===== src/hw/irq_ctrl_pkg.sv =====
// constants, register map and types of the paired priority interrupt controller
package irq_ctrl_pkg;
   // ****************************************
   // register map (index = printed location, byte address = 4 * index)
   // ****************************************
   localparam logic [7:0]  IDX_SOURCE_ENABLE_A = 8'hA8;
   localparam logic [7:0]  IDX_PRIORITY_A      = 8'hA9;
   localparam logic [7:0]  IDX_SOURCE_ENABLE_B = 8'hB8;
   localparam logic [7:0]  IDX_PRIORITY_B      = 8'hB9;
   localparam logic [7:0]  IDX_REQUEST_FLAG    = 8'hC0;
   localparam logic [7:0]  IDX_EDGE_SELECT     = 8'hC1;
   localparam logic [7:0]  IDX_SERVICE         = 8'hC2;
   localparam logic [11:0] ADDR_SOURCE_ENABLE_A = {2'b00, IDX_SOURCE_ENABLE_A, 2'b00};
   localparam logic [11:0] ADDR_PRIORITY_A      = {2'b00, IDX_PRIORITY_A, 2'b00};
   localparam logic [11:0] ADDR_SOURCE_ENABLE_B = {2'b00, IDX_SOURCE_ENABLE_B, 2'b00};
   localparam logic [11:0] ADDR_PRIORITY_B      = {2'b00, IDX_PRIORITY_B, 2'b00};
   localparam logic [11:0] ADDR_REQUEST_FLAG    = {2'b00, IDX_REQUEST_FLAG, 2'b00};
   localparam logic [11:0] ADDR_EDGE_SELECT     = {2'b00, IDX_EDGE_SELECT, 2'b00};
   localparam logic [11:0] ADDR_SERVICE         = {2'b00, IDX_SERVICE, 2'b00};

   // ****************************************
   // sources: index = 2*pair + member
   // ****************************************
   localparam int NUM_SRC   = 12;
   localparam int NUM_PAIRS = 6;
   localparam int SRC_EXT0 = 0;
   localparam int SRC_ADC  = 1;
   localparam int SRC_TMR0 = 2;
   localparam int SRC_EXT2 = 3;
   localparam int SRC_EXT1 = 4;
   localparam int SRC_EXT3 = 5;
   localparam int SRC_TMR1 = 6;
   localparam int SRC_EXT4 = 7;
   localparam int SRC_SER  = 8;
   localparam int SRC_EXT5 = 9;
   localparam int SRC_TMR2 = 10;
   localparam int SRC_EXT6 = 11;

   // edge select register bits
   localparam int ES_EXT0_EDGE = 0;
   localparam int ES_EXT1_EDGE = 1;
   localparam int ES_EXT2_RISE = 2;
   localparam int ES_EXT3_RISE = 3;

   localparam logic [7:0]  RESET_BYTE     = 8'h00;
   localparam logic [15:0] VECTOR_BASE    = 16'h0003;
   localparam int          VECTOR_SHIFT   = 3;
   localparam logic [3:0]  NO_SOURCE      = 4'hF;
   // one machine cycle = 125 pclk periods (1000 ns); response delay in machine cycles
   localparam int          CLK_MHZ        = 125;
   localparam int          MCYCLE_NS      = 1000;
   localparam int          MCYCLE_CLKS    = (MCYCLE_NS * CLK_MHZ) / 1000;
   localparam int          RESP_MC        = 3;
   localparam int          RESP_CLKS      = RESP_MC * MCYCLE_CLKS;
   localparam logic [9:0]  RESP_CLKS_W    = 10'(RESP_CLKS);

   typedef enum logic [1:0] {IDLE_ST, WAIT_ST, PRESENT_ST} svc_state_type;
endpackage : irq_ctrl_pkg


===== src/hw/paired_priority_interrupt_controller.sv =====
// paired priority interrupt controller with apb register access
// What this block does
// RQ1 - twelve sources grouped as six priority pairs
// RQ2 - each serviced source presents its own vector address to the core
// RQ3 - each source has its own enable; disabled sources never vector (enable checked in IDLE_ST and WAIT_ST; a presented vector stays until vector_ack)
// RQ4 - at least three machine cycles from recognition to service start
// RQ5 - external 0 and 1 trigger on low level or falling edge, selectable
// RQ6 - external 2 and 3 trigger on falling or rising edge, selectable
// RQ7 - external 4 to 6 trigger on rising edge only
// RQ8 - external 3 to 6 pins double as compare and capture pins
// RQ9 - priority per pair, four levels from one bit in each register
// RQ10 - priority registers at locations A9 and B9
// RQ11 - enable registers at locations A8 and B8, read and write
// RQ12 - added sources' pending flags in request register at C0
// RQ13 - higher level pre-empts lower; equal level uses fixed polling order
//
// Design decisions made here: register access over APB and the register offsets.
`timescale 1ns/1ps
module paired_priority_interrupt_controller
(
   input  wire logic                       pclk,
   input  wire logic                       presetn,
   input  wire logic                       clk_en,
   input  wire logic                       psel,
   input  wire logic                       penable,
   input  wire logic                       pwrite,
   input  wire logic [11:0]                paddr,
   input  wire logic [31:0]                pwdata,
   output logic      [31:0]                prdata,
   output logic                            pready,
   output logic                            pslverr,
   input  wire logic                       ext_request_pin_0,
   input  wire logic                       ext_request_pin_1,
   input  wire logic                       ext_request_pin_2,
   input  wire logic                       ext_request_pin_3,
   input  wire logic                       ext_request_pin_4,
   input  wire logic                       ext_request_pin_5,
   input  wire logic                       ext_request_pin_6,
   input  wire logic                       timer0_event,
   input  wire logic                       timer1_event,
   input  wire logic                       timer2_event,
   input  wire logic                       serial_event,
   input  wire logic                       adc_event,
   input  wire logic                       vector_ack,
   input  wire logic                       service_done,
   output logic                            vector_valid,
   output logic      [15:0]                vector_addr,
   output logic      [3:0]                 vector_source
);
   import irq_ctrl_pkg::*;

   // ****************************************
   // pin synchronisers
   // ****************************************
   logic [6:0] pins_s;
   logic [6:0] pins_prev_q, pins_prev_d;

   // ext 3..6 share pins with compare/capture; detection only reads them
   pin_sync #(.W(7)) u_sync (
      .pclk     (pclk),
      .presetn  (presetn),
      .ce       (clk_en),
      .async_in ({ext_request_pin_6, ext_request_pin_5, ext_request_pin_4,
                  ext_request_pin_3, ext_request_pin_2, ext_request_pin_1,
                  ext_request_pin_0}),   // RQ8
      .sync_out (pins_s)
   );

   // ****************************************
   // registers
   // ****************************************
   logic [7:0]  en_a_q, en_a_d, en_b_q, en_b_d;
   logic [7:0]  pri_a_q, pri_a_d, pri_b_q, pri_b_d;
   logic [7:0]  edge_q, edge_d;
   logic [11:0] pend_q, pend_d;
   logic [31:0] prdata_d;
   logic        pslverr_d, pready_d;

   // enable layout: reg a bits 0..5 = pair member 0, reg b bits 0..5 = member 1
   logic [11:0] src_en;
   logic [1:0]  pair_lvl [NUM_PAIRS];
   logic [11:0] trig;

   generate
      for (genvar p = 0; p < NUM_PAIRS; p++) begin : g_pair   // RQ1
         assign src_en[2*p]     = en_a_q[p] & en_a_q[7];   // RQ3
         assign src_en[2*p + 1] = en_b_q[p] & en_a_q[7];   // RQ3
         assign pair_lvl[p]     = {pri_b_q[p], pri_a_q[p]}; // RQ9
      end
   endgenerate
   logic [6:0] pr, pf;
   assign pr = pins_s & ~pins_prev_q;
   assign pf = ~pins_s & pins_prev_q;

   // source triggers
   always_comb begin
      trig = '0;
      trig[SRC_EXT0] = edge_q[ES_EXT0_EDGE] ? pf[0] : ~pins_s[0]; // RQ5
      trig[SRC_EXT1] = edge_q[ES_EXT1_EDGE] ? pf[1] : ~pins_s[1]; // RQ5
      trig[SRC_EXT2] = edge_q[ES_EXT2_RISE] ? pr[2] : pf[2];      // RQ6
      trig[SRC_EXT3] = edge_q[ES_EXT3_RISE] ? pr[3] : pf[3];      // RQ6
      trig[SRC_EXT4] = pr[4];                                     // RQ7
      trig[SRC_EXT5] = pr[5];                                     // RQ7
      trig[SRC_EXT6] = pr[6];                                     // RQ7
      trig[SRC_TMR0] = timer0_event;
      trig[SRC_TMR1] = timer1_event;
      trig[SRC_TMR2] = timer2_event;
      trig[SRC_SER]  = serial_event;
      trig[SRC_ADC]  = adc_event;
   end

   // ****************************************
   // arbitration
   // ****************************************
   svc_state_type st_q, st_d;
   logic [9:0]    cnt_q, cnt_d;
   logic [3:0]    src_q, src_d;
   logic [1:0]    lvl_q, lvl_d;
   logic [3:0]    act_q, act_d;      // active level bitmap (nesting)
   logic [3:0]    win;
   logic [1:0]    win_lvl;
   logic [1:0]    cur_lvl;
   logic          win_ok, busy, ack_w;

   // highest pair level wins; lowest index first at equal level
   always_comb begin
      win = NO_SOURCE;
      win_lvl = 2'd0;
      win_ok = 1'b0;
      for (int i = NUM_SRC - 1; i >= 0; i--) begin
         if (pend_q[i] && src_en[i] && (!win_ok || pair_lvl[i/2] >= win_lvl)) begin // RQ13
            win = 4'(i);
            win_lvl = pair_lvl[i/2];
            win_ok = 1'b1;
         end
      end
   end

   assign busy    = act_q != 4'h0;
   assign cur_lvl = act_q[3] ? 2'd3 : act_q[2] ? 2'd2 : act_q[1] ? 2'd1 : 2'd0;

   assign ack_w = (st_q == PRESENT_ST) && vector_ack;

   // service sequencer
   always_comb begin
      st_d = st_q;
      cnt_d = cnt_q;
      src_d = src_q;
      lvl_d = lvl_q;
      act_d = act_q;
      if (service_done && busy) act_d[cur_lvl] = 1'b0;
      case (st_q)
         IDLE_ST: begin
            if (win_ok && (!busy || win_lvl > cur_lvl)) begin // RQ13
               st_d = WAIT_ST;
               src_d = win;
               lvl_d = win_lvl;
               cnt_d = RESP_CLKS_W - 10'd1;
            end
         end
         WAIT_ST: begin
            if (!src_en[src_q]) begin // RQ3
               st_d = IDLE_ST;
            end else if (cnt_q == 10'd0) begin
               st_d = PRESENT_ST; // RQ4
            end else begin
               cnt_d = cnt_q - 10'd1;
            end
         end
         PRESENT_ST: begin
            if (vector_ack) begin
               st_d = IDLE_ST;
               act_d[lvl_q] = 1'b1;
            end
         end
         default: st_d = IDLE_ST;
      endcase
   end

   // ****************************************
   // apb slave and flags
   // ****************************************
   logic wr_en;
   logic [7:0] wb;
   assign wr_en = psel && penable && pwrite;
   assign wb = pwdata[7:0];

   always_comb begin
      en_a_d = en_a_q;
      en_b_d = en_b_q;
      pri_a_d = pri_a_q;
      pri_b_d = pri_b_q;
      edge_d = edge_q;
      pend_d = pend_q;
      pins_prev_d = pins_s;
      pslverr_d = 1'b0;
      pready_d = psel && !penable;
      prdata_d = prdata;
      if (wr_en) begin
         case (paddr)
            ADDR_SOURCE_ENABLE_A: en_a_d = wb;            // RQ11
            ADDR_SOURCE_ENABLE_B: en_b_d = wb;            // RQ11
            ADDR_PRIORITY_A:      pri_a_d = wb;           // RQ10
            ADDR_PRIORITY_B:      pri_b_d = wb;           // RQ10
            ADDR_EDGE_SELECT:     edge_d = wb;
            ADDR_REQUEST_FLAG:    pend_d = {wb[5:0], pend_q[5:0]}; // RQ12
            ADDR_SERVICE:         pend_d[5:0] = wb[5:0];
            default: ;
         endcase
      end
      // hardware set wins over software clear; ack clears edge-type flag
      if (ack_w && !((src_q == SRC_EXT0 && !edge_q[ES_EXT0_EDGE]) ||
                     (src_q == SRC_EXT1 && !edge_q[ES_EXT1_EDGE]))) begin
         pend_d[src_q] = 1'b0; // RQ2
      end
      pend_d = pend_d | trig;
      if (!edge_q[ES_EXT0_EDGE]) pend_d[SRC_EXT0] = ~pins_s[0]; // RQ5
      if (!edge_q[ES_EXT1_EDGE]) pend_d[SRC_EXT1] = ~pins_s[1]; // RQ5
      if (psel && !penable) begin
         case (paddr)
            ADDR_SOURCE_ENABLE_A: prdata_d = {24'h0, en_a_q};
            ADDR_SOURCE_ENABLE_B: prdata_d = {24'h0, en_b_q};
            ADDR_PRIORITY_A:      prdata_d = {24'h0, pri_a_q & 8'h3F};
            ADDR_PRIORITY_B:      prdata_d = {24'h0, pri_b_q & 8'h3F};
            ADDR_EDGE_SELECT:     prdata_d = {24'h0, edge_q & 8'h0F};
            ADDR_REQUEST_FLAG:    prdata_d = {24'h0, 2'b00, pend_q[11:6]};
            ADDR_SERVICE:         prdata_d = {16'h0, 2'b00, pend_q[5:0], act_q, src_q};
            default: begin
               prdata_d = 32'h0000_0000;
               pslverr_d = 1'b1;
            end
         endcase
      end else if (psel && penable) begin
         pslverr_d = pslverr;
      end
   end

   always_ff @(posedge pclk or negedge presetn) begin
      if (!presetn) begin
         en_a_q <= RESET_BYTE;
         en_b_q <= RESET_BYTE;
         pri_a_q <= RESET_BYTE;
         pri_b_q <= RESET_BYTE;
         edge_q <= RESET_BYTE;
         pend_q <= '0;
         pins_prev_q <= '1;
         prdata <= '0;
         pready <= 1'b0;
         pslverr <= 1'b0;
         st_q <= IDLE_ST;
         cnt_q <= '0;
         src_q <= NO_SOURCE;
         lvl_q <= '0;
         act_q <= '0;
         vector_valid <= 1'b0;
         vector_addr <= '0;
         vector_source <= NO_SOURCE;
      end else if (clk_en) begin
         en_a_q <= en_a_d;
         en_b_q <= en_b_d;
         pri_a_q <= pri_a_d;
         pri_b_q <= pri_b_d;
         edge_q <= edge_d;
         pend_q <= pend_d;
         pins_prev_q <= pins_prev_d;
         prdata <= prdata_d;
         pready <= pready_d;
         pslverr <= pslverr_d;
         st_q <= st_d;
         cnt_q <= cnt_d;
         src_q <= src_d;
         lvl_q <= lvl_d;
         act_q <= act_d;
         vector_valid <= (st_d == PRESENT_ST);
         vector_addr <= VECTOR_BASE + {src_d, 3'b000}; // RQ2
         vector_source <= src_d;
      end
   end

   // ****************************************
   // checks
   // ****************************************
   a_vector_needs_enable: assert property (@(posedge pclk) disable iff (!presetn) // RQ3
      vector_valid |-> src_en[vector_source])
      else $error("vector from disabled source");
   a_vector_addr_map: assert property (@(posedge pclk) disable iff (!presetn) // RQ2
      vector_valid |-> vector_addr == VECTOR_BASE + {vector_source, 3'b000})
      else $error("vector address mismatch");
   a_resp_min_delay: assert property (@(posedge pclk) disable iff (!presetn) // RQ4
      (clk_en && st_q == IDLE_ST && st_d == WAIT_ST) ##1 clk_en[*8] |-> !vector_valid)
      else $error("vector too early");
   a_ext4_rise: assert property (@(posedge pclk) disable iff (!presetn) // RQ7
      (clk_en && pf[4] && !pend_q[SRC_EXT4] && !wr_en && !ack_w) |=> !pend_q[SRC_EXT4])
      else $error("falling edge set ext 4");
   a_ext0_level: assert property (@(posedge pclk) disable iff (!presetn) // RQ5
      (clk_en && !edge_q[ES_EXT0_EDGE] && !pins_s[0]) |=> pend_q[SRC_EXT0])
      else $error("low level not pending");
   a_preempt_level: assert property (@(posedge pclk) disable iff (!presetn) // RQ13
      (st_q == WAIT_ST && busy) |-> lvl_q > cur_lvl)
      else $error("no pre-emption by level");
endmodule : paired_priority_interrupt_controller


===== src/hw/pin_sync.sv =====
// two-flop synchroniser bank for the external request pins
`timescale 1ns/1ps
module pin_sync #(
   parameter int W = 7
) (
   input  wire logic         pclk,
   input  wire logic         presetn,
   input  wire logic         ce,
   input  wire logic [W-1:0] async_in,
   output logic      [W-1:0] sync_out
);
   logic [W-1:0] meta_q;

   // pins idle high; reset to high so no false edge at release
   always_ff @(posedge pclk or negedge presetn) begin
      if (!presetn) begin
         meta_q   <= '1;
         sync_out <= '1;
      end else if (ce) begin
         meta_q   <= async_in;
         sync_out <= meta_q;
      end
   end
endmodule : pin_sync

===== config.mk =====
export PLATFORM = sky130hd
export DESIGN_NAME = paired_priority_interrupt_controller
export DESIGN_NICKNAME = d
export VERILOG_FILES = /design/src/hw/irq_ctrl_pkg.sv /design/src/hw/paired_priority_interrupt_controller.sv /design/src/hw/pin_sync.sv
export SDC_FILE = /design/constraint.sdc
export NUM_CORES = 1
export LEC_CHECK = 0
export ABC_AREA = 1
export ABC_CLOCK_PERIOD_IN_PS = 10700
export BUFFER_PORTS_ARGS = -buffer_cell sky130_fd_sc_hd__buf_2
export CORE_MARGIN = 3
export CORE_UTILIZATION = 30
export CTS_CLUSTER_SIZE = 10
export DETAILED_ROUTE_END_ITERATION = 7
export MAX_ROUTING_LAYER = met4
export PLACE_DENSITY = 0.47
export SLEW_MARGIN = 25
export SYNTH_ARGS = -nofsm -noshare
export SYNTH_HDL_FRONTEND = slang
export SYNTH_SLANG_ARGS = --single-unit

===== constraint.sdc =====
create_clock -name pclk -period 10.7 [get_ports pclk]
set_clock_uncertainty 0.1 [all_clocks]
set_input_delay 1.07 -clock pclk [delete_from_list [all_inputs] [get_ports pclk]]
set_output_delay 1.07 -clock pclk [all_outputs]
set_load 0.005 [all_outputs]

Word level (Yosys, flattened, before mapping)
Cells that the tools add are included.
{ "totals": {"register_bits": 138, "inputBits": 64, "elab_cells": 232} }
{ "classes": {"addsub": 2, "magnitude_cmp": 18, "eq_ne": 15, "mux": 75, "bitwise": 24, "reduce_logical": 79} }
{ "ops": {"columns": ["cell", "count"], "rows": [
  ["14-bit case mux with 7 select lines", 1],
  ["12-bit by 10-bit == test with 1-bit output (second input constant)", 7],
  ["4-bit two-way mux", 16],
  ["2-bit two-way mux", 18],
  ["1-bit logical AND", 35],
  ["10-bit two-way mux", 3],
  ["1-bit two-way mux", 26],
  ["12-bit two-way mux", 2],
  ["2-bit greater-or-equal comparator", 11],
  ["10-bit case mux with 2 select lines", 1],
  ["3-bit AND reduction", 6],
  ["1-bit logical NOT", 16],
  ["1-bit logical OR", 13],
  ["1-bit bitwise AND", 12],
  ["12-bit bitwise AND", 1],
  ["6-bit two-way mux", 2],
  ["12-bit inverter", 1],
  ["12-bit OR", 1],
  ["10-bit logical NOT", 1],
  ["10-bit by 1-bit subtractor with 10-bit output (second input constant)", 1],
  ["2-bit by 7-bit adder with 8-bit output (first input constant)", 1],
  ["4-bit bitwise AND", 2],
  ["2-bit inequality test (second input constant)", 4],
  ["4-bit inverter", 2],
  ["other kinds (24)", 30]
]} }

Longest topological paths before layout
Gate-level depths: netlist (run 1).
{ "logic_depth": {"ltp_word": 53, "ltp_mapped": 99, "mapped_depth_nobuf": 98} }

Hierarchy
Synthesis (run 1) repeated with hierarchy kept, for this count alone.
{ "unflattened": {"cells_unflattened": 872, "area_unflattened_um2": 6542.5} }
{ "by_module_without_submodules": {"columns": ["module", "n_inst", "area_per_inst_um2", "cells_per_inst"], "rows": [
  ["paired_priority_interrupt_controller", 1, 5994.5, 813],
  ["pin_sync", 1, 548.0, 59]
]} }

Worst setup path before layout (run 1)
OpenSTA, ideal clock, no wires.
{ "synth_path": {"path_kind": "register to register", "startpoint": "reg en_a_q[7]", "endpoint": "reg cnt_q[6]", "setup_slack_ns": 0.605, "required_ns": 10.466, "t_arrival_ns": 9.862, "path_stages_with_launch": 89, "synth_period_minus_slack_ns": 10.095, "cell_sequence": "dfrtp_1 -> buf_6 -> nand3_4 -> nand2_4 -> inv_2 -> nor2_1 -> ha_1 -> o21ai_0 -> a31oi_1 -> nor2_1 -> a21oi_1 -> ha_1 -> o21ai_2 -> nand2_2 -> nand2_2 -> o21ai_0 -> ha_1 -> inv_1 -> [53 not listed] -> inv_1 -> nand3_1 -> and2_1 -> ha_1 -> inv_1 -> nor2_1 -> o21ai_0 -> o21ai_0 -> nand2_1 -> nand3_1 -> nand2_1 -> nor3_1 -> inv_1 -> or2_2 -> nor2_1 -> inv_1 -> o21ai_0 -> o211ai_1"} }
{ "synth_via": {"elab_chain_cells": 52, "elab_cells_between_ends": 100} }
{ "synth_lines": {"columns": ["element", "line_no", "text"], "rows": [
  ["from (decl)", "paired_priority_interrupt_controller.sv:72", "logic [7:0] en_a_q, en_a_d, en_b_q, en_b_d;"],
  ["from (signal assigned)", "paired_priority_interrupt_controller.sv:259", "en_a_q <= en_a_d;"],
  ["1-bit bitwise AND", "paired_priority_interrupt_controller.sv:87", "assign src_en[2*p + 1] = en_b_q[p] & en_a_q[7];"],
  ["1-bit logical AND", "paired_priority_interrupt_controller.sv:131", "if (pend_q[i] && src_en[i] && (!win_ok || pair_lvl[i/2] >= win_lvl)) begin"],
  ["2-bit two-way mux or 1-bit two-way mux (tied branches)", "paired_priority_interrupt_controller.sv:131", null],
  ["2-bit greater-or-equal comparator or 1-bit logical NOT (tied branches)", "paired_priority_interrupt_controller.sv:131", null],
  ["1-bit logical OR", "paired_priority_interrupt_controller.sv:131", null],
  ["1-bit logical AND", "paired_priority_interrupt_controller.sv:131", null],
  ["2-bit two-way mux or 1-bit two-way mux (tied branches)", "paired_priority_interrupt_controller.sv:131", null],
  ["2-bit greater-or-equal comparator or 1-bit logical NOT (tied branches)", "paired_priority_interrupt_controller.sv:131", null],
  ["[37 not listed]", null, null],
  ["1-bit logical AND", "paired_priority_interrupt_controller.sv:131", null],
  ["2-bit two-way mux (*)", "paired_priority_interrupt_controller.sv:131", null],
  ["named net win_lvl[1]", "paired_priority_interrupt_controller.sv:121", "logic [1:0] win_lvl;"],
  ["2-bit greater-than comparator (*)", "paired_priority_interrupt_controller.sv:154", "if (win_ok && (!busy || win_lvl > cur_lvl)) begin"],
  ["1-bit logical OR (*)", "paired_priority_interrupt_controller.sv:154", null],
  ["1-bit logical AND (*)", "paired_priority_interrupt_controller.sv:154", null],
  ["2-bit inequality test (no line) (*)", null, null],
  ["5-bit AND reduction (no line) (*)", null, null],
  ["to (signal assigned)", "paired_priority_interrupt_controller.sv:270", "cnt_q <= cnt_d;"],
  ["to (decl)", "paired_priority_interrupt_controller.sv:116", "logic [9:0] cnt_q, cnt_d;"]
]} }
The timed path passes the listed nets; every way through them passes the cells marked *. The select of a mux whose other input is x is not followed.
A chain may end at the register's enable or synchronous reset.

Final worst setup path (run 1)
Same ends and word-level chain as after synthesis.

==> summary.txt, run 1 <==
Setup path
  • CP Class: reg2reg
  • CP Capture Type: flip-flop
  • Most frequent CP cell: nand2_2
  • Largest stage delay, worst path: 0.44 ns
  • Slowest cell on crit path: dfrtp_2
  • CP required: ~11 ns
  • Crit path arrival time: 10.36 ns
  • Worst Path Max Fanout: 5
  • Startpoint class of the critical path: flip-flop

Floorplanning
  • FP Rows: 53
  • Top Ports: 119
  • Die height: between 150 and 200 um
  • Die W: 153 um
  • Core Area: 21200 um^2
  • Initial Util: 30.8%
  • Die Footprint: 23500 um^2

Routing
  • DR vias: 5945
  • DRT Wirelength: 19600 um
  • Iteration-0 DRC Markers: 355
  • Number of remaining DRC errors: 0
  • Final ANT Viol Nets: 0
  • Vias per cell: roughly 4.7
  • Drt pass-1 iters: 4
  • WL/cell: about 16 um

Global route
  • First-pass GRT wire length: 30900 um
  • Initial antenna violation count: 0
  • Grt total ovfl: 0
  • Overall Global Routing Usage: 17.0%
  • Pin count of the biggest net entering global routing: 59
  • Vias in the first global route: roughly 5600

Clock tree
  • Clk Latency, worst-skew pair: 0.37 ns
  • Clk buf depth: 2
  • Clock root cell: clkbuf_16
  • Clock-pin slew on the worst setup and hold paths: 0.09 ns
  • TritonCTS clock tree: done
  • Clock Sinks: 109
  • H-tree Lvls: 3
  • CTS Buf Count: 9
  • Hold buffers post-CTS: 0

Timing
  • Slew margin rel.: 36.1%
  • Post-layout min period: 10.17 ns
  • Count of final setup violators: 0
  • Pin slew with the least headroom to its limit: 0.953 ns
  • Final Cycle Share: between 90% and 100%
  • Achievable Freq: 98.3 MHz
  • Hold Violations, Final: 0
  • Fin. max-slew vios: 0
  • Hold Slack: 0.365 ns
  • RSZ-0062 raised after global routing: true

Synth
  • Sequential-to-total area share from yosys stat: 42.4%
  • Synth cell types: between 40 and 50
  • Yosys warning count: 0
  • Cell area after synthesis: 6510 um^2
  • Cells after Synth: about 870
  • Avg Cell Area, Syn: about 7.5 um^2
  • Yosys reg bits: 109

Layout
  • Final nets: 1060
  • Diodes inserted: 0
  • Share of cells above drive strength 1: 27.6%
  • Commonest non-fill, non-tap cell in the layout: nand2_1
  • Commonest non-fill, non-tap cells in the layout: nand2_1, inv_1, dfrtp_1
  • P&R area growth vs syn: 24.3%

Flow run
  • Max Cap Viol: 0

Pwr
  • Worst vdd ir: around 0.000067 V
  • Power Total: 0.000951 W
  • Leak Pwr: 3.91 nW
  • Areal power density over the cells: 118 nW/um^2

Placed design
  • Detailed placement HPWL: 14600 um
  • Buffers on Ports: 66
  • Final GP Congestion: 0.920

Hold path
  • Hold Path Class: reg2reg

Status
  • Outcome: finished, final reports clean
where the power goes:
part           internal, W  leakage (nW)  total [W]  switching (W)
registers         0.000449          1.34   0.000473      0.0000240
clock network     0.000171         0.154   0.000358       0.000187
logic            0.0000406          2.42   0.000120      0.0000798
total             0.000660          3.91   0.000951       0.000291
path summary, 6_finish.rpt:
| kind | slack (ns) | end | startpoint | depth (start not counted) |
|---|---|---|---|---|
| worst min register to register | 0.36 | u_sync.sync_out[1] | u_sync.meta_q[1] | 2 |
| worst max-delay path | 0.53 | cnt_q[6] | en_a_q[7] | 89 |
| worst max register to register | 0.53 | cnt_q[6] | en_a_q[7] | 89 |
| min in group asynchronous | 0.66 | pri_b_q[2] | presetn | 1 |
| max in group asynchronous | 8.60 | edge_q[0] | presetn | 2 |
| worst min-delay path | 0.36 | u_sync.sync_out[1] | u_sync.meta_q[1] | 2 |
timing repair:
item,CTS,global route
gates resized for setup,6,85
setup endpoints to repair,12,21
setup buffers,0,14
pin swaps,1,66
logic make-up (layout without fill, tap and decap cells):
logic type | count (synthesis) | in the layout | synth area share [%]
compound gates | 172 | 172 | 15.9
xor+xnor | 1 | 1 | 0.135
fa+ha+maj | 16 | 16 | 3.08
buf+inv | 173 | 265 | 11.8
flops | 109 | 109 | 42.4
other cells | 1 | 28 | 0.0576
simple gates | 394 | 394 | 26.6
critical path: cells and delay by family, from the launching register on:
| family | cells | cell delay [ns] |
|---|---|---|
| DFF | 1 | 0.44 |
| AOI/OAI and AO/OA | 19 | 1.71 |
| and+or+nand+nor | 46 | 4.00 |
| buffers and inverters | 13 | 0.79 |
| adders and majority gates | 11 | 3.01 |
cell type report:
cell class,instances,area (um^2)
Inverter,123,467
Fill cell,2213,13100
Clock inverter,7,93.8
Multi-Input combinational cell,611,3410
Sequential cell,109,2760
Timing Repair Buffer,126,791
Clock buffer,9,225
Tap cell,275,344
per-layer routing:
metal  global-route usage, %  vias up  routed length, um
met5                       -        -                  0
met4                    3.86        0                282
met3                    2.83       20                778
met2                    26.4      139               9180
met1                    23.4     2792               9390
li1                        -     2994                  -
cells in the mapped netlist (all sizes together):
cell,instances,area share (%)
a211oi,1,0.12
a21o,1,0.12
a21oi,16,1.3
a221oi,3,0.40
a22oi,10,1.2
a31oi,6,0.58
a32oi,1,0.13
and2,3,0.37
buf,33,3.7
clkbuf,17,0.98
clkinv,2,0.12
conb,1,0.058
dfrtp,84,32
dfstp,25,10
ha,16,3.1
inv,121,7.0
nand2,255,16
nand3,42,3.9
nand3b,3,0.35
nand4,5,0.48
nor2,66,3.8
nor3,13,1.0
nor4,3,0.29
o2111ai,1,0.13
o211ai,9,1.0
o21ai,91,7.2
o21bai,1,0.17
o221ai,7,0.94
o22ai,12,1.2
o2bb2ai,1,0.13
o31ai,11,1.3
o32ai,1,0.13
or2,4,0.38
xnor2,1,0.13
registers in the layout (all words and copies together) (netlist names):
signal           flops
en_a_q               8
u_sync.meta_q        7
pslverr              1
vector_addr          5
pri_b_q              6
st_q                 2
en_b_q               8
src_q                4
act_q                4
pri_a_q              6
pready               1
prdata              14
pend_q              12
u_sync.sync_out      7
edge_q               4
vector_valid         1
pins_prev_q          7
cnt_q               10
lvl_q                2
through the flow:
step / std cells / area (um^2) / setup TNS (ns) / util [%] / setup slack (ns)
after CTS: 1246 / 7650 / 0 / 36.2 / 0.0338
after floorplan: 893 / 6610 / 0 / - / 0.605
final: 1260 / 8090 / 0 / 38.3 / 0.526
after detailed placement: 1230 / 7330 / -1.41 / 34.6 / -0.236
after global placement: 1230 / 7330 / -0.889 / 34.6 / -0.149
after global routing: 1260 / 8090 / -1.10 / 38.3 / -0.208
(Power assumes the default switching activity.)
==> inputs of run 2 (changes only) <==
Settings changed: BUFFER_PORTS_ARGS -buffer_cell sky130_fd_sc_hd__buf_2 to default, CORE_MARGIN 3 to 2, DONT_BUFFER_PORTS from default to 1, PLACE_DENSITY 0.47 to 0.42.
==> run 2 against run 1 <==
Effect of this change: clock power about the same; non-clock buffer count down 62; combinational power down 22%; core utilization down 1.6 points; critical endpoint unchanged; sequential power about the same; setup slack better by 0.096 ns; sequential cell count unchanged; die area down 2.6%; critical path type unchanged.
==> summary.txt, run 2 (synthesized netlist as in run 1, its figures left out) <==
Timing
  • Hold Violations, Final: 0 (unchanged)
  • Slew margin rel.: 38.7% (+2.6 points)
  • Hold Slack: 0.307 ns (-0.0573 ns)
  • Pin slew with the least headroom to its limit: 0.913 ns (-0.0392 ns)
  • Count of final setup violators: 0 (unchanged)
  • RSZ-0062 raised after global routing: true
  • Post-layout min period: 10.08 ns (-0.0958 ns)
  • Final Cycle Share: 94.2% (-0.90 points)
  • Fin. max-slew vios: 0 (unchanged)
  • Achievable Freq: 99.2 MHz (+0.95%)

Pwr
  • Worst vdd ir: 0.0000832 V (+25%)
  • Areal power density over the cells: 119 nW/um^2 (+1.5%)
  • Leak Pwr: 3.64 nW (-7.1%)

Layout
  • Final Util: 36.6% (-1.6 points)
  • Commonest non-fill, non-tap cells in the layout: nand2_1, inv_1, dfrtp_1
  • Biggest regs: prdata (14), pend_q (12), cnt_q (10)
  • Biggest register: prdata
  • Share of cells above drive strength 1: 22.0% (-5.6 points)
  • P&R area growth vs syn: 19.0%
  • Largest register FFs: 14 (unchanged)
  • Final nets: 998 (-5.8%)
  • Diodes inserted: 0 (unchanged)
  • Commonest non-fill, non-tap cell in the layout: nand2_1

Placed design
  • Detailed placement HPWL: 15000 um (+3.0%)
  • Buffers on Ports: 0 (-100%)
  • Final GP Congestion: 0.972 (+5.6%)

Setup path
  • Reg2Reg Setup Slack: 0.62 ns (+0.10 ns)
  • Startpoint class of the critical path: flip-flop
  • Crit path arrival time: 10.26 ns (-0.10 ns)
  • R2r endpoint: cnt_q[6]
  • Slowest cell on crit path: dfrtp_2
  • CP Capture Type: flip-flop
  • Critical Path Source: en_a_q[7]
  • R2r startpoint: en_a_q[7]
  • R2R depth: 88 (-1.1%)
  • Stages on worst setup path: 88 (-1.1%)
  • CP required: 10.89 ns (about the same)
  • Largest stage delay, worst path: 0.45 ns (about the same)
  • CP Class: reg2reg
  • Critical path buffer and inverter count: 12 (-1)
  • Most frequent CP cell: nand2_2
  • Delay-heaviest family, CP: simple AND/OR/NAND/NOR gates
  • Worst Path Max Fanout: 6 (+1)

Floorplanning
  • Die height: 151 um (-1.3%)
  • FP Rows: 53 (unchanged)
  • Top Ports: 119 (unchanged)
  • Core Area: 21200 um^2 (unchanged)
  • Initial Util: 30.8% (unchanged)
  • Die W: 151 um (-1.3%)
  • Die Footprint: 22900 um^2 (-2.6%)

Clock tree
  • Hold buffers post-CTS: 0 (unchanged)
  • Clk buf depth: 2 (unchanged)
  • Clock root cell: clkbuf_16
  • Clock-pin slew on the worst setup and hold paths: 0.08 ns (about the same)
  • CTS Buf Count: 9 (unchanged)
  • TritonCTS clock tree: done
  • Clk Latency, worst-skew pair: 0.36 ns (about the same)
  • Clock Sinks: 109 (unchanged)
  • H-tree Lvls: 3 (unchanged)

Status
  • Outcome: finished, final reports clean

Global route
  • Overall Global Routing Usage: 19.0% (+2.0 points)
  • First-pass GRT wire length: 31500 um (+2.1%)
  • Initial antenna violation count: 0 (unchanged)
  • Vias in the first global route: 5533 (-1.1%)
  • Grt total ovfl: 0 (unchanged)
  • Pin count of the biggest net entering global routing: 110 (+86%)

Routing
  • WL/cell: 17.0 um (+9.1%)
  • Drt pass-1 iters: 5 (+1)
  • Iteration-0 DRC Markers: 289 (-19%)
  • DR vias: 5739 (-3.5%)
  • Vias per cell: 4.79 (+1.5%)
  • Final ANT Viol Nets: 0 (unchanged)
  • Number of remaining DRC errors: 0 (unchanged)
  • DRT Wirelength: 20400 um (+3.7%)

Hold path
  • Hold Path Class: in2async

Flow run
  • Max Cap Viol: 0 (unchanged)
run 2: worst max-delay path by stage:
stage,to
6_report,cnt_q[6]
5_1_grt,cnt_q[6]
4_1_cts,cnt_q[6]
3_5_place_dp,cnt_q[6]
3_3_place_gp,cnt_q[6]
2_1_floorplan,cnt_q[6]
run 2: timing repair:
item,in CTS,in global routing
resized for setup,8,72
pin swaps,2,64
setup endpoints to repair,12,21
setup buffers,2,14
run 2: report_power, final:
| part | switching (W) | internal [W] | leakage, nW | total [W] |
|---|---|---|---|---|
| registers | 0.0000256 | 0.000449 | 1.34 | 0.000474 |
| logic | 0.0000630 | 0.0000309 | 2.14 | 0.0000939 |
| clock network | 0.000187 | 0.000169 | 0.151 | 0.000356 |
run 2: metal layers:
| metal | vias to the layer above | part of all wire, % | GRT usage, % | wire [um] |
|---|---|---|---|---|
| met5 | - | 0 | - | 0 |
| met4 | 0 | 2.1 | 5.70 | 437 |
| met3 | 28 | 6.5 | 4.07 | 1330 |
| met2 | 151 | 45 | 28.4 | 9080 |
| met1 | 2686 | 47 | 25.9 | 9520 |
| li1 | 2874 | - | - | - |
run 2: final cells by class:
cell class | count | area [um^2]
clock inverter | 7 | 86.3
timing repair buffer | 64 | 484
fill | 2266 | 13400
tap | 275 | 344
sequential | 109 | 2760
multi-input combinational | 611 | 3380
clock buffer | 9 | 225
inverter | 123 | 464
run 2: worst register-to-register path, delay by kind of cell, from the launching register on:
kind,cells,cell delay (ns)
adders and majority gates,11,3.01
buffers and inverters,12,0.68
and+or+nand+nor,46,4.06
DFF,1,0.45
AOI/OAI and AO/OA,19,1.70
run 2: per-stage QoR:
stage	setup WS [ns]	TNS (ns)	instances	cell area, um^2	power, W
6_report	0.622	0	1198	7750	0.000924
5_1_grt	-0.133	-0.264	1198	7750	0.000973
4_1_cts	0.0393	0	1184	7350	0.000935
3_5_place_dp	-0.321	-1.71	1166	7010	0.000571
3_3_place_gp	-0.271	-1.49	1166	7010	0.000570
2_1_floorplan	0.605	0	893	6610	0.000547
==> inputs of run 3 (changes only) <==
Settings changed: PLACE_DENSITY 0.42 to 0.48.
==> run 3 against run 2 <==
Effect of this change: core utilization down 0.34 points; largest cell class unchanged; hold slack improved by 0.0078 ns; register-to-register slack better by 0.10 ns; clock power fell by 3%; critical endpoint unchanged; via count decreased by 0.49%; critical path type unchanged.
==> summary.txt, run 3 (synthesized netlist as in run 1, its figures left out) <==
Global route
  • First-pass GRT wire length: 29200 um (-7.4%)
  • Vias in the first global route: 5286 (-4.5%)
  • Initial antenna violation count: 0 (unchanged)
  • Grt total ovfl: 0 (unchanged)
  • Pin count of the biggest net entering global routing: 110 (unchanged)
  • Overall Global Routing Usage: 17.3% (-1.7 points)

Floorplanning
  • Initial Util: 30.8% (unchanged)
  • FP Rows: 53 (unchanged)
  • Die height: 151 um (unchanged)
  • Die Footprint: 22900 um^2 (unchanged)
  • Core Area: 21200 um^2 (unchanged)
  • Die W: 151 um (unchanged)
  • Top Ports: 119 (unchanged)

Layout
  • Commonest non-fill, non-tap cells in the layout: nand2_1, inv_1, dfrtp_1
  • Final nets: 994 (-0.40%)
  • Finished Cell Area: 7670 um^2 (-0.92%)
  • Share of cells above drive strength 1: 21.2% (-0.77 points)
  • Final Util: 36.3% (-0.34 points)
  • Biggest regs: prdata (14), pend_q (12), cnt_q (10)
  • Fillers: 2246 (-0.88%)
  • Commonest non-fill, non-tap cell in the layout: nand2_1
  • Diodes inserted: 0 (unchanged)
  • P&R area growth vs syn: 17.9%
  • Biggest register: prdata
  • Largest register FFs: 14 (unchanged)

Timing
  • Slew margin rel.: 33.5% (-5.3 points)
  • Achievable Freq: 100 MHz (+1.0%)
  • Post-layout min period: 9.97 ns (-0.103 ns)
  • Fin. max-slew vios: 0 (unchanged)
  • Final Cycle Share: 93.2% (-0.97 points)
  • Count of final setup violators: 0 (unchanged)
  • RSZ-0062 raised after global routing: true
  • Pin slew with the least headroom to its limit: 0.990 ns (+0.0768 ns)
  • Hold Violations, Final: 0 (unchanged)
  • Worst setup margin: 0.725 ns (+0.103 ns)

Setup path
  • Crit path arrival time: 10.16 ns (-0.10 ns)
  • Worst Path Max Fanout: 6 (unchanged)
  • Reg2Reg Setup Slack: 0.73 ns (+0.10 ns)
  • Slowest cell on crit path: dfrtp_2
  • CP required: 10.88 ns (about the same)
  • Most frequent CP cell: nand2_2
  • CP Class: reg2reg
  • CP Capture Type: flip-flop
  • Largest stage delay, worst path: 0.44 ns (about the same)
  • Startpoint class of the critical path: flip-flop

Clock tree
  • CTS Buf Count: 9 (unchanged)
  • Clock root cell: clkbuf_16
  • TritonCTS clock tree: done
  • Clock-pin slew on the worst setup and hold paths: 0.08 ns (about the same)
  • Clk buf depth: 2 (unchanged)
  • H-tree Lvls: 3 (unchanged)
  • Clk Latency, worst-skew pair: 0.36 ns (about the same)
  • Clock Sinks: 109 (unchanged)

Routing
  • DR vias: 5711 (-0.49%)
  • DRT Wirelength: 18800 um (-7.6%)
  • Final ANT Viol Nets: 0 (unchanged)
  • Iteration-0 DRC Markers: 367 (+27%)
  • Vias per cell: 4.78 (-0.15%)
  • Number of remaining DRC errors: 0 (unchanged)
  • Drt pass-1 iters: 5 (unchanged)
  • WL/cell: 15.8 um (-7.3%)

Status
  • Outcome: finished, final reports clean

Placed design
  • Buffers on Ports: 0 (unchanged)
  • Dpl cell area: 6980 um^2 (-0.43%)
  • Detailed placement HPWL: 14200 um (-5.6%)
  • Pre-CTS setup slack: -0.252 ns (+0.0695 ns)
  • Final GP Congestion: 0.911 (-6.3%)

Flow run
  • Max Cap Viol: 0 (unchanged)

Pwr
  • Areal power density over the cells: 118 nW/um^2 (-0.69%)
  • Worst vdd ir: 0.0000873 V (+4.9%)
  • Power Total: 0.000909 W (-1.6%)
  • Leak Pwr: 3.60 nW (-0.92%)

Hold path
  • Hold Path Class: in2async
## run 3: cell count changes in the layout (fill, tap and decap cells not counted), sizes merged
cell    previous run  this run
buf               64        60
clkinv             5         4
inv              125       126
## run 3: what timing repair did
item,4_1_cts,5_1_grt
endpoints found under the setup margin,15,21
buffers inserted,1,15
pin swaps,2,58
hold buffers,0,0
resized for setup,6,69
## run 3: power breakdown
| part | internal (W) | switching, W | total (W) | leakage, nW |
|---|---|---|---|---|
| Clock | 0.000167 | 0.000178 | 0.000345 | 0.148 |
| Sequential | 0.000449 | 0.0000238 | 0.000473 | 1.34 |
| Combinational | 0.0000303 | 0.0000613 | 0.0000916 | 2.11 |
| Total | 0.000646 | 0.000263 | 0.000909 | 3.60 |
## run 3: layout make-up
type	instances	area [um^2]	area share (%)
clock buffer	9	225	2.93
clock inverter	7	73.8	0.962
inverter	123	464	6.05
sequential	109	2760	36.0
timing repair buffer	60	454	5.92
multi-input combinational	611	3350	43.7
tap	275	344	4.48
## run 3: per-layer routing
layer  part of all wire (%)  GRT usage [%]  vias to the layer above
met2                     47           27.1                      156
met4                   0.89           3.36                        0
met1                     46           23.2                     2685
met5                      0              -                        -
met3                    6.7           3.98                       12
li1                       -              -                     2858
## run 3: path summary, 6_finish.rpt
path | from | to | cells after the start
worst min-delay path | presetn | cnt_q[5] | 0
worst min register to register | u_sync.meta_q[1] | u_sync.sync_out[1] | 2
min in group pclk | u_sync.meta_q[1] | u_sync.sync_out[1] | 2
worst max-delay path | en_a_q[7] | cnt_q[6] | 89
worst max register to register | en_a_q[7] | cnt_q[6] | 89
max in group asynchronous | presetn | u_sync.sync_out[0] | 0
## run 3: per-stage QoR
step                hold slack, ns  std cells  TNS (ns)
floorplan                    0.344        893         0
global placement             0.351       1162    -0.750
detailed placement           0.353       1162     -1.63
CTS                          0.297       1179         0
global route                 0.287       1194    -0.408
finish                       0.315       1194         0
## run 3: worst max-delay path: cells and delay by family, from the launching register on
kind	cells	cell delay, ns
buffers and inverters	11	0.55
adders and majority gates	11	2.97
DFF	1	0.44
AOI/OAI and AO/OA	18	1.47
and+or+nand+nor	49	4.35
